**src/rtl/osc_consts.vh**
```
// oscillator control block constants: register offsets, fields, reset values, timing
// assumes inclusion by bare name from the design files
`ifndef OSC_CONSTS_VH
`define OSC_CONSTS_VH
`define OSC_ADDR_CTRL 2'h0
`define OSC_ADDR_STAT 2'h1
`define OSC_ADDR_TUNE 2'h2
`define OSC_CTRL_PLL_BIT 7
`define OSC_CTRL_FSEL_HI 6
`define OSC_CTRL_FSEL_LO 3
`define OSC_CTRL_SCS_HI 1
`define OSC_CTRL_SCS_LO 0
`define OSC_CTRL_WMASK 8'hFB
`define OSC_TUNE_WMASK 8'h3F
`define OSC_CTRL_RESET 8'h38
`define OSC_TUNE_RESET 8'h00
`define OSC_TRIM_RESET 6'h00
`define OSC_FSEL_RESET 4'h7
`define OSC_STAT_T1_BIT 7
`define OSC_STAT_PLL_BIT 6
`define OSC_STAT_EXT_BIT 5
`define OSC_STAT_HFR_BIT 4
`define OSC_STAT_HFL_BIT 3
`define OSC_STAT_MFR_BIT 2
`define OSC_STAT_LFR_BIT 1
`define OSC_STAT_HFS_BIT 0
`define OSC_SRC_CFG 2'h0
`define OSC_SRC_SEC 2'h1
`define OSC_SRC_HF 2'h0
`define OSC_SRC_MF 2'h1
`define OSC_SRC_LF 2'h2
`define OSC_START_COUNT 11'h400
`endif

```
**src/rtl/osc_ctrl_regs.v**
```verilog
// oscillator control, status and tuning registers with clock source selection
// assumes analog ready/lock and external clock edge inputs are asynchronous
// Operation
// - pll force bit keeps pll enabled
// - otherwise software request bit drives pll
// - codes 1111..1011 select hf source
// - codes 1010,1001,1000,0011 duplicate from hf
// - mf codes; field resets to 0111
// - 000x selects lf oscillator
// - source field picks system clock
// - external active bit reports config source
// - secondary ready, forced 1 when disabled
// - pll ready status bit
// - hf, mf, lf ready bits
// - hf coarse lock at 2 percent
// - hf fine stable at half percent
// - signed six-bit trim passed to oscillator
// - crystal modes count 1024 before switching
// - writing a different source field value restarts start-up count
// - clock failure falls back to internal
`timescale 1ns/100ps
`include "osc_consts.vh"
module osc_ctrl_regs (
    input wire REF_CLK,
    input wire SRST,
    input wire [1:0] ADDR,
    input wire [7:0] WDATA,
    input wire WR,
    input wire RD,
    output reg [7:0] RDATA,
    input wire CFG_PLL_FORCE,
    input wire [2:0] CFG_OSC_MODE,
    input wire SEC_OSC_ENABLE,
    input wire SEC_OSC_READY_IN,
    input wire PLL_LOCK_IN,
    input wire HF_READY_IN,
    input wire MF_READY_IN,
    input wire LF_READY_IN,
    input wire HF_COARSE_IN,
    input wire HF_FINE_IN,
    input wire EXT_CLK_IN,
    input wire CLK_FAIL_IN,
    output reg PLL_ENABLE,
    output reg [3:0] FREQ_SELECT,
    output reg [1:0] INT_SRC,
    output reg [5:0] FREQ_TRIM,
    output reg [1:0] SYSCLK_SRC,
    output reg USE_INTERNAL
);
    localparam ST_INT = 2'h0;
    localparam ST_WAIT = 2'h1;
    localparam ST_EXT = 2'h2;
    reg [7:0] ctrl_reg;
    reg [5:0] tune_reg;
    reg [1:0] state_reg;
    reg [1:0] state_next;
    reg [10:0] cnt_reg;
    reg [10:0] cnt_next;
    reg ext_prev_reg;
    reg fail_reg;
    reg [1:0] int_src_next;
    wire sec_rdy;
    wire pll_rdy;
    wire hf_rdy;
    wire mf_rdy;
    wire lf_rdy;
    wire hf_crs;
    wire hf_fin;
    wire ext_clk;
    wire clk_fail;
    wire [3:0] fsel;
    wire [1:0] scs;
    wire crystal_mode;
    wire ext_edge;
    wire scs_write;
    wire ext_active;
    wire [7:0] stat_val;
    osc_sync #(.RESET_VAL(1'b0)) u_sec (.clk(REF_CLK), .srst(SRST),
        .din(SEC_OSC_READY_IN), .dout(sec_rdy));
    osc_sync #(.RESET_VAL(1'b0)) u_pll (.clk(REF_CLK), .srst(SRST),
        .din(PLL_LOCK_IN), .dout(pll_rdy));
    osc_sync #(.RESET_VAL(1'b0)) u_hfr (.clk(REF_CLK), .srst(SRST),
        .din(HF_READY_IN), .dout(hf_rdy));
    osc_sync #(.RESET_VAL(1'b0)) u_mfr (.clk(REF_CLK), .srst(SRST),
        .din(MF_READY_IN), .dout(mf_rdy));
    osc_sync #(.RESET_VAL(1'b0)) u_lfr (.clk(REF_CLK), .srst(SRST),
        .din(LF_READY_IN), .dout(lf_rdy));
    osc_sync #(.RESET_VAL(1'b0)) u_hfl (.clk(REF_CLK), .srst(SRST),
        .din(HF_COARSE_IN), .dout(hf_crs));
    osc_sync #(.RESET_VAL(1'b0)) u_hfs (.clk(REF_CLK), .srst(SRST),
        .din(HF_FINE_IN), .dout(hf_fin));
    osc_sync #(.RESET_VAL(1'b0)) u_ext (.clk(REF_CLK), .srst(SRST),
        .din(EXT_CLK_IN), .dout(ext_clk));
    osc_sync #(.RESET_VAL(1'b0)) u_cfm (.clk(REF_CLK), .srst(SRST),
        .din(CLK_FAIL_IN), .dout(clk_fail));
    assign fsel = ctrl_reg[`OSC_CTRL_FSEL_HI:`OSC_CTRL_FSEL_LO];
    assign scs = ctrl_reg[`OSC_CTRL_SCS_HI:`OSC_CTRL_SCS_LO];
    // lp, xt and hs modes are codes 0..2 and need start-up counting
    assign crystal_mode = (CFG_OSC_MODE < 3'h3);
    assign ext_edge = ext_clk & ~ext_prev_reg;
    assign scs_write = WR && (ADDR == `OSC_ADDR_CTRL) &&
        (WDATA[`OSC_CTRL_SCS_HI:`OSC_CTRL_SCS_LO] != scs);
    assign ext_active = (state_reg == ST_EXT);
    assign stat_val = {
        (SEC_OSC_ENABLE ? sec_rdy : 1'b1),
        pll_rdy,
        ext_active,
        hf_rdy,
        hf_crs,
        mf_rdy,
        lf_rdy,
        hf_fin
    };
    // register writes; status register has no write path
    always @(posedge REF_CLK) begin
        if (SRST) begin
            ctrl_reg <= `OSC_CTRL_RESET;
            tune_reg <= `OSC_TRIM_RESET;
        end else if (WR) begin
            if (ADDR == `OSC_ADDR_CTRL) begin
                ctrl_reg <= WDATA & `OSC_CTRL_WMASK;
            end else if (ADDR == `OSC_ADDR_TUNE) begin
                tune_reg <= WDATA[5:0];
            end
        end
    end
    // read data one cycle after the strobe, zero otherwise
    always @(posedge REF_CLK) begin
        if (SRST) begin
            RDATA <= 8'h00;
        end else if (RD) begin
            case (ADDR)
                `OSC_ADDR_CTRL: RDATA <= ctrl_reg;
                `OSC_ADDR_STAT: RDATA <= stat_val;
                `OSC_ADDR_TUNE: RDATA <= {2'h0, tune_reg};
                default: RDATA <= 8'h00;
            endcase
        end else begin
            RDATA <= 8'h00;
        end
    end
    // internal source decode for the frequency field
    always @* begin
        int_src_next = `OSC_SRC_HF;
        if (fsel[3]) begin
            int_src_next = `OSC_SRC_HF;
        end else if (fsel[3:1] == 3'h0) begin
            int_src_next = `OSC_SRC_LF;
        end else if (fsel == 4'h3) begin
            int_src_next = `OSC_SRC_HF;
        end else begin
            int_src_next = `OSC_SRC_MF;
        end
    end
    // start-up and fallback sequencing
    always @* begin
        state_next = state_reg;
        cnt_next = cnt_reg;
        case (state_reg)
            ST_INT: begin
                if (scs == `OSC_SRC_CFG && !fail_reg) begin
                    cnt_next = 11'h000;
                    state_next = crystal_mode ? ST_WAIT : ST_EXT;
                end
            end
            ST_WAIT: begin
                if (ext_edge) begin
                    cnt_next = cnt_reg + 11'h001;
                end
                if (cnt_reg == `OSC_START_COUNT) begin
                    state_next = ST_EXT;
                end
            end
            ST_EXT: begin
                if (clk_fail) begin
                    state_next = ST_INT;
                end
            end
            default: state_next = ST_INT;
        endcase
        if (scs_write) begin
            cnt_next = 11'h000;
            state_next = ST_INT;
        end else if (scs != `OSC_SRC_CFG) begin
            state_next = ST_INT;
        end
    end
    always @(posedge REF_CLK) begin
        if (SRST) begin
            state_reg <= ST_INT;
            cnt_reg <= 11'h000;
            ext_prev_reg <= 1'b0;
            fail_reg <= 1'b0;
        end else begin
            state_reg <= state_next;
            cnt_reg <= cnt_next;
            ext_prev_reg <= ext_clk;
            if (scs_write) begin
                fail_reg <= 1'b0;
            end else if (state_reg == ST_EXT && clk_fail) begin
                fail_reg <= 1'b1;
            end
        end
    end
    // oscillator control outputs, registered from the stored fields, the pll force input and the sequencer state
    always @(posedge REF_CLK) begin
        if (SRST) begin
            PLL_ENABLE <= 1'b0;
            FREQ_SELECT <= `OSC_FSEL_RESET;
            INT_SRC <= `OSC_SRC_MF;
            FREQ_TRIM <= `OSC_TRIM_RESET;
            SYSCLK_SRC <= 2'h2;
            USE_INTERNAL <= 1'b1;
        end else begin
            PLL_ENABLE <= CFG_PLL_FORCE | ctrl_reg[`OSC_CTRL_PLL_BIT];
            FREQ_SELECT <= fsel;
            INT_SRC <= int_src_next;
            FREQ_TRIM <= tune_reg;
            if (scs[1]) begin
                SYSCLK_SRC <= 2'h2;
            end else begin
                SYSCLK_SRC <= scs;
            end
            USE_INTERNAL <= (scs[1] || (scs == `OSC_SRC_CFG && !ext_active));
        end
    end
endmodule

```
**src/rtl/osc_sync.v**
```verilog
// three-flop synchroniser with agreement filter for one asynchronous level
// assumes a single clock and a synchronous active-high reset
`timescale 1ns/100ps
module osc_sync #(
    parameter RESET_VAL = 1'b0
) (
    input wire clk,
    input wire srst,
    input wire din,
    output reg dout
);
    reg s1_reg;
    reg s2_reg;
    reg s3_reg;
    always @(posedge clk) begin
        if (srst) begin
            s1_reg <= RESET_VAL;
            s2_reg <= RESET_VAL;
            s3_reg <= RESET_VAL;
            dout <= RESET_VAL;
        end else begin
            s1_reg <= din;
            s2_reg <= s1_reg;
            s3_reg <= s2_reg;
            if (s2_reg == s3_reg) begin
                dout <= s3_reg;
            end
        end
    end
endmodule

```
**config.mk**
```make
export PLATFORM = sky130hd
export DESIGN_NAME = osc_ctrl_regs
export DESIGN_NICKNAME = d
export VERILOG_FILES = /design/src/rtl/osc_ctrl_regs.v /design/src/rtl/osc_sync.v
export VERILOG_INCLUDE_DIRS = /design/src /design/src/rtl
export SDC_FILE = /design/constraint.sdc
export NUM_CORES = 1
export LEC_CHECK = 0
export ABC_AREA = 1
export BUFFER_PORTS_ARGS = -buffer_cell sky130_fd_sc_hd__buf_2
export CORE_UTILIZATION = 57
export CTS_BUF_LIST = sky130_fd_sc_hd__clkbuf_2
export DETAILED_ROUTE_END_ITERATION = 8
export GPL_TIMING_DRIVEN = 1
export PLACE_DENSITY_LB_ADDON = 0.25
export SYNTH_ARGS = -nofsm -noshare
export SYNTH_HDL_FRONTEND = slang
export SYNTH_SLANG_ARGS = --single-unit
```
**constraint.sdc**
```tcl
create_clock -name REF_CLK -period 1.8 [get_ports REF_CLK]
set_clock_uncertainty 0.15 [all_clocks]
set_input_delay 0.36 -clock REF_CLK [delete_from_list [all_inputs] [get_ports REF_CLK]]
set_output_delay 0.36 -clock REF_CLK [all_outputs]
set_load 0.01 [all_outputs]
```
==> impl_metrics.json, run 1 <==
{
  "grt.overflow.total": 0,
  "ys_seq_area_frac": 0.541,
  "yosys.area.top_type_share": 0.541,
  "met3_wirelength_um": 346,
  "grt_max_degree": 32,
  "die-width_um": 77.6,
  "synth_nets": 455,
  "core-area_um2": 5510,
  "worst_ep_required_time_ns": 2.10,
  "grt_pass1_wl_um": 10900,
  "io_pins": 52,
  "ff2ff_path_depth": 7,
  "worstSetupStartpointType": "primary input",
  "vias_per_cell": 4.78,
  "root_buffer": "clkbuf_2",
  "critPathMaxStageDelay_ns": 0.52,
  "wl_per_cell_um": 11.1,
  "drive_gt1_frac": 0.168,
  "route.top_layer_used": "met4",
  "drtPass1Iterations": 5,
  "critical_path_class": "primary input to register",
  "clk_pin_slew_worst_paths_ns": 0.24,
  "clock-sinks": 88,
  "die_area_um2": 6020,
  "synth_ff_type": "dfxtp_1",
  "synthMuxAreaShare": 0,
  "slew_headroom": 0.741,
  "finalSetupTns_ns": 0,
  "layout.cell_area.non_filler_um2": 4000,
  "drt_iter0_markers": 206,
  "place_inst": 544,
  "postCtsResizedCells": 0,
  "synth_seq_cells": 88,
  "fp.dieH_um": 77.6,
  "fin_crit_sh": 0.881,
  "nets": 537,
  "async_flop_share": 0,
  "syn_area_per_cell_um2": 7.67,
  "antenna_found_initial": 0,
  "cp-end-kind": "register",
  "clock_path_buffers": 2,
  "yosys_warnings": 0,
  "p_leak_uw": 0.00192,
  "synth-compound-area-share": 0.0826,
  "cap_violations": 0,
  "ir_worst_vdd_mv": 0.640,
  "synthTopCellsByArea": "dfxtp_1 54%, nand2_1 10%, inv_1 8.8%",
  "min_period_ns": 1.59,
  "synthTopCellsByCount": "88 x dfxtp_1, 88 x nand2_1, 76 x inv_1, 76 x nor2_1, 29 x a21oi_1",
  "dpl.hpwl_um": 4350,
  "row_count": 27,
  "syn_inst": 425,
  "worstMarginPinSlew_ns": 0.385,
  "antenna_cells": 0,
  "numCtsBuffers": 9,
  "yosys.area_share.xor_xnor": 0,
  "start_util": 0.592,
  "status": "finished clean",
  "n_fill_cell": 429,
  "hold_path_class": "primary input to register",
  "hold_viol": 0,
  "crit_chain": "dlygate4sd3_1, buf_2, inv_1, nor2_4, nand2_1, o21ai_0, a21oi_1",
  "vias": 2789,
  "yosys.area_share.simple": 0.265,
  "finalNonFillerCells": 584,
  "io_buffers": 51,
  "placed_area_um2": 3590,
  "grt_pass1_vias": 2478,
  "synth.distinct_cells": 26,
  "yosysTopAreaCell": "dfxtp_1",
  "wl_met1_um": 2960,
  "synth_edf_count": 0,
  "wl_met2_um": 3060,
  "cp.arrival_ns": 1.89,
  "cp_slowest_cell": "dlygate4sd3_1",
  "largest_register_ff_count": 11,
  "synth_top_family_by_area": "simple AND/OR/NAND/NOR gates",
  "synthAdderAreaFrac": 0.00768,
  "cts_tree": "done",
  "maxSlewViolCount": 0,
  "hold-worst-slack_ns": 0.0432,
  "rsz0062_at_grt": "false",
  "syn_to_final_growth_pct": 22.6,
  "crit_fanout": 12,
  "htree_num_levels": 3,
  "gp_congestion": 0.864,
  "wl_um": 6490,
  "setup_violations": 0,
  "syn_area_um2": 3260,
  "clock_latency_ns": 0.54,
  "ant_nets": 0,
  "fmax_ghz": 0.630,
  "drc": 0,
  "hold_depth": 6,
  "grt.total_usage": 0.233,
  "pwr_density_cell_nw_per_um2": 923
}
-- critical path, delay by kind of cell --
| family | cells | cell delay [ns] |
|---|---|---|
| compound gates | 2 | 0.37 |
| simple gates | 2 | 0.43 |
| buf+inv | 3 | 0.73 |
-- layout by cell type (no fill, tap or decap) --
cell type / netlist / final
dfxtp_1: 88 / 88
nand2_1: 88 / 88
inv_1: 76 / 76
nor2_1: 76 / 76
buf_2: 2 / 51
a21oi_1: 29 / 29
dlygate4sd3_1: 0 / 24
o21ai_0: 19 / 19
nand3_1: 14 / 14
clkbuf_2: 0 / 9
nand2_4: 4 / 4
buf_4: 0 / 4
nor2_4: 3 / 3
nor3_1: 3 / 3
bufinv_16: 0 / 3
o211ai_1: 2 / 2
nor2_2: 2 / 2
nand3_2: 2 / 2
nand4_1: 2 / 2
ha_1: 2 / 2
clkinv_4: 0 / 2
inv_6: 1 / 1
or2_2: 1 / 1
a211oi_1: 1 / 1
a31oi_1: 1 / 1
nand2_2: 1 / 1
nor2_8: 1 / 1
nand3b_1: 1 / 1
clkinv_2: 0 / 1
clkinvlp_4: 0 / 1
-- cells by family after synthesis --
group,count (synthesis)
flops,88
simple gates,198
compound gates,52
buf+inv,85
fa+ha+maj,2
-- worst paths after layout --
kind / from / to / slack [ns]
worst max-delay path: ADDR[1] / tune_reg[4] / 0.21
worst min-delay path: CFG_OSC_MODE[1] / state_reg[0] / 0.04
worst max register to register: cnt_reg[1] / cnt_reg[8] / 0.31
worst min register to register: u_sec.s1_reg / u_sec.s2_reg / 0.27
-- per-stage QoR --
step,utilization,setup WS (ns),total power (µW)
floorplan,-,0.509,2330
global placement,0.652,0.303,2410
detailed placement,0.652,0.277,2420
CTS,0.726,0.233,3700
global route,0.726,0.0530,3830
finish,0.726,0.214,3690
-- layout make-up --
class	count	area [µm²]	area share
Timing Repair Buffer	79	526	0.132
Clock inverter	7	120	0.0301
Multi-Input combinational cell	252	1160	0.290
Sequential cell	88	1760	0.441
Clock buffer	9	45.0	0.0113
Tap cell	72	90.1	0.0225
Inverter	77	294	0.0736
-- where the power goes --
| part | internal (µW) | switching, µW | total, µW | leakage [µW] |
|---|---|---|---|---|
| Sequential | 2020 | 34.4 | 2050 | 0.000718 |
| Combinational | 150 | 227 | 377 | 0.00111 |
| Clock | 600 | 658 | 1260 | 0.0000921 |
-- layer usage --
layer / up-vias / track usage
li1: 1450 / -
met2: 95 / 0.369
met4: 0 / 0.138
met5: - / 0
met3: 13 / 0.0376
met1: 1231 / 0.300
-- repair_timing --
action | CTS | global route
endpoints found under the hold margin | 30 | 0
buffers inserted | 0 | 0
hold buffers | 24 | 0
Note: power is estimated with default switching activity, not from simulation.
==> run 2: changes to the inputs <==
==> constraint.sdc (replaced) <==
create_clock -name REF_CLK -period 1.8 [get_ports REF_CLK]
set_clock_uncertainty 0.15 [all_clocks]
set_input_delay 0.27 -clock REF_CLK [delete_from_list [all_inputs] [get_ports REF_CLK]]
set_output_delay 0.27 -clock REF_CLK [all_outputs]
set_load 0.01 [all_outputs]
==> run 2 against run 1 <==
  * Sequential cell count unchanged
  * Combinational power increased by 2%
  * Cell area about the same
  * Global-route usage increased by 0.97 points
  * Clock power decreased by 14%
  * Register-to-register slack got worse by 0.09 ns
  * Clock-buffer cell count unchanged
  * Largest cell class unchanged
  * Largest power group unchanged
==> impl_metrics.json, run 2 (synthesis gave the netlist of run 1 again) <==
{
  "status": "finished clean",
  "io_buffers": 51,
  "cp_num_buf_inv": 3,
  "io_pins": 52,
  "critical_path_class": "primary input to register",
  "die-width_um": 77.6,
  "wl_um": 6640,
  "grt.overflow.total": 0,
  "crit_fanout": 9,
  "numCtsBuffers": 9,
  "drive_gt1_frac": 0.163,
  "antenna_cells": 0,
  "syn_to_final_growth_pct": 22.7,
  "fmax_ghz": 0.601,
  "hold-worst-slack_ns": 0.0668,
  "cp.arrival_ns": 1.95,
  "gp_congestion": 0.857,
  "hold_viol": 0,
  "largest_register_ff_count": 11,
  "setup_violations": 0,
  "drt_iter0_markers": 185,
  "wl_per_cell_um": 11.3,
  "worst_ep_required_time_ns": 2.09,
  "fin_util": 0.726,
  "core-area_um2": 5510,
  "cp-end-kind": "register",
  "grt.total_usage": 0.243,
  "grt_pass1_wl_um": 11400,
  "rsz0062_at_grt": "false",
  "critPathMaxStageDelay_ns": 0.55,
  "fp.dieH_um": 77.6,
  "min_period_ns": 1.66,
  "row_count": 27,
  "crit_path_frequent_cell": "dlygate4sd3_1",
  "ant_nets": 0,
  "vias_per_cell": 4.80,
  "finalSetupTns_ns": 0,
  "grt_max_degree": 32,
  "vias": 2818,
  "most-common-layout-cells": "88 x dfxtp_1, 88 x nand2_1, 76 x inv_1, 76 x nor2_1, 51 x buf_2",
  "clock_latency_ns": 0.51,
  "dpl.hpwl_um": 4450,
  "drtPass1Iterations": 5,
  "hold_path_class": "primary input to register",
  "htree_num_levels": 3,
  "ir_worst_vdd_mv": 0.619,
  "antenna_found_initial": 0,
  "p_leak_uw": 0.00191,
  "clock-sinks": 88,
  "fin_crit_sh": 0.925,
  "cp_top_family": "buffers and inverters",
  "nets": 541,
  "worstSetupStartpointType": "primary input",
  "maxSlewViolCount": 0,
  "worstMarginPinSlew_ns": 0.426,
  "cts_tree": "done",
  "clock_path_buffers": 2,
  "start_util": 0.592,
  "grt_pass1_vias": 2619,
  "cap_violations": 0,
  "drc": 0,
  "clk_pin_slew_worst_paths_ns": 0.22,
  "pwr_density_cell_nw_per_um2": 880,
  "slew_headroom": 0.714,
  "root_buffer": "clkbuf_2",
  "crit_chain": "dlygate4sd3_1, buf_2, nor2_4, nand2_4, nand2_1, nand3_1, dlygate4sd3_1",
  "cp_slowest_cell": "dlygate4sd3_1",
  "die_area_um2": 6020
}
==> run 2: cell count changes in the layout (fill, tap and decap cells not counted) <==
cell and delta:
bufinv_16 -1, clkinvlp_4 -1, clkinv_1 +2, buf_4 +1
clkinv_2 -1, dlygate4sd3_1 +3
==> run 2: final cells by class <==
class / count / area, µm²
multi-input combinational: 252 / 1160
clock buffer: 9 / 45.0
clock inverter: 6 / 85.1
sequential: 88 / 1760
inverter: 77 / 294
tap: 72 / 90.1
timing repair buffer: 83 / 563
fill: 442 / 1510
==> run 2: layer usage <==
layer,track usage,wire [µm],up-vias
met5,0,0,-
met2,0.395,3100,84
li1,-,-,1456
met3,0.0447,341,15
met1,0.310,3070,1263
met4,0.119,126,0
==> run 2: report_power, final <==
group / total, µW / internal (µW) / switching [µW]
sequential: 2050 / 2020 / 34.6
combinational: 386 / 158 / 229
clock: 1080 / 449 / 632
==> run 2: worst paths after layout <==
path	startpoint	to	slack, ns	cells past startpoint
setup reg to reg	state_reg[1]	state_reg[0]	0.22	6
setup / recovery	ADDR[0]	ctrl_reg[4]	0.14	7
hold / removal	CFG_OSC_MODE[1]	state_reg[1]	0.07	7
hold reg to reg	u_hfs.s1_reg	u_hfs.s2_reg	0.27	2
==> run 2: worst min-delay path: cells and delay by family <==
kind,cells,cell delay (ns)
and+or+nand+nor,5,0.29
AOI/OAI and AO/OA,1,0.05
buffers and inverters,1,0.09
==> run 2: timing repair <==
item	in CTS	in global routing
endpoints found under the hold margin	37	0
gates resized for setup	0	0
setup buffers	0	2
setup endpoints to repair	0	1
hold buffers	27	0
==> run 2: metrics by stage <==
step	power, µW	setup slack [ns]	area [µm²]	cells
2_1_floorplan	2330	0.509	3260	425
3_3_place_gp	2410	0.340	3580	543
3_5_place_dp	2420	0.330	3580	543
4_1_cts	3530	0.0611	3980	585
5_1_grt	3670	0.0826	4000	587
6_report	3520	0.136	4000	587
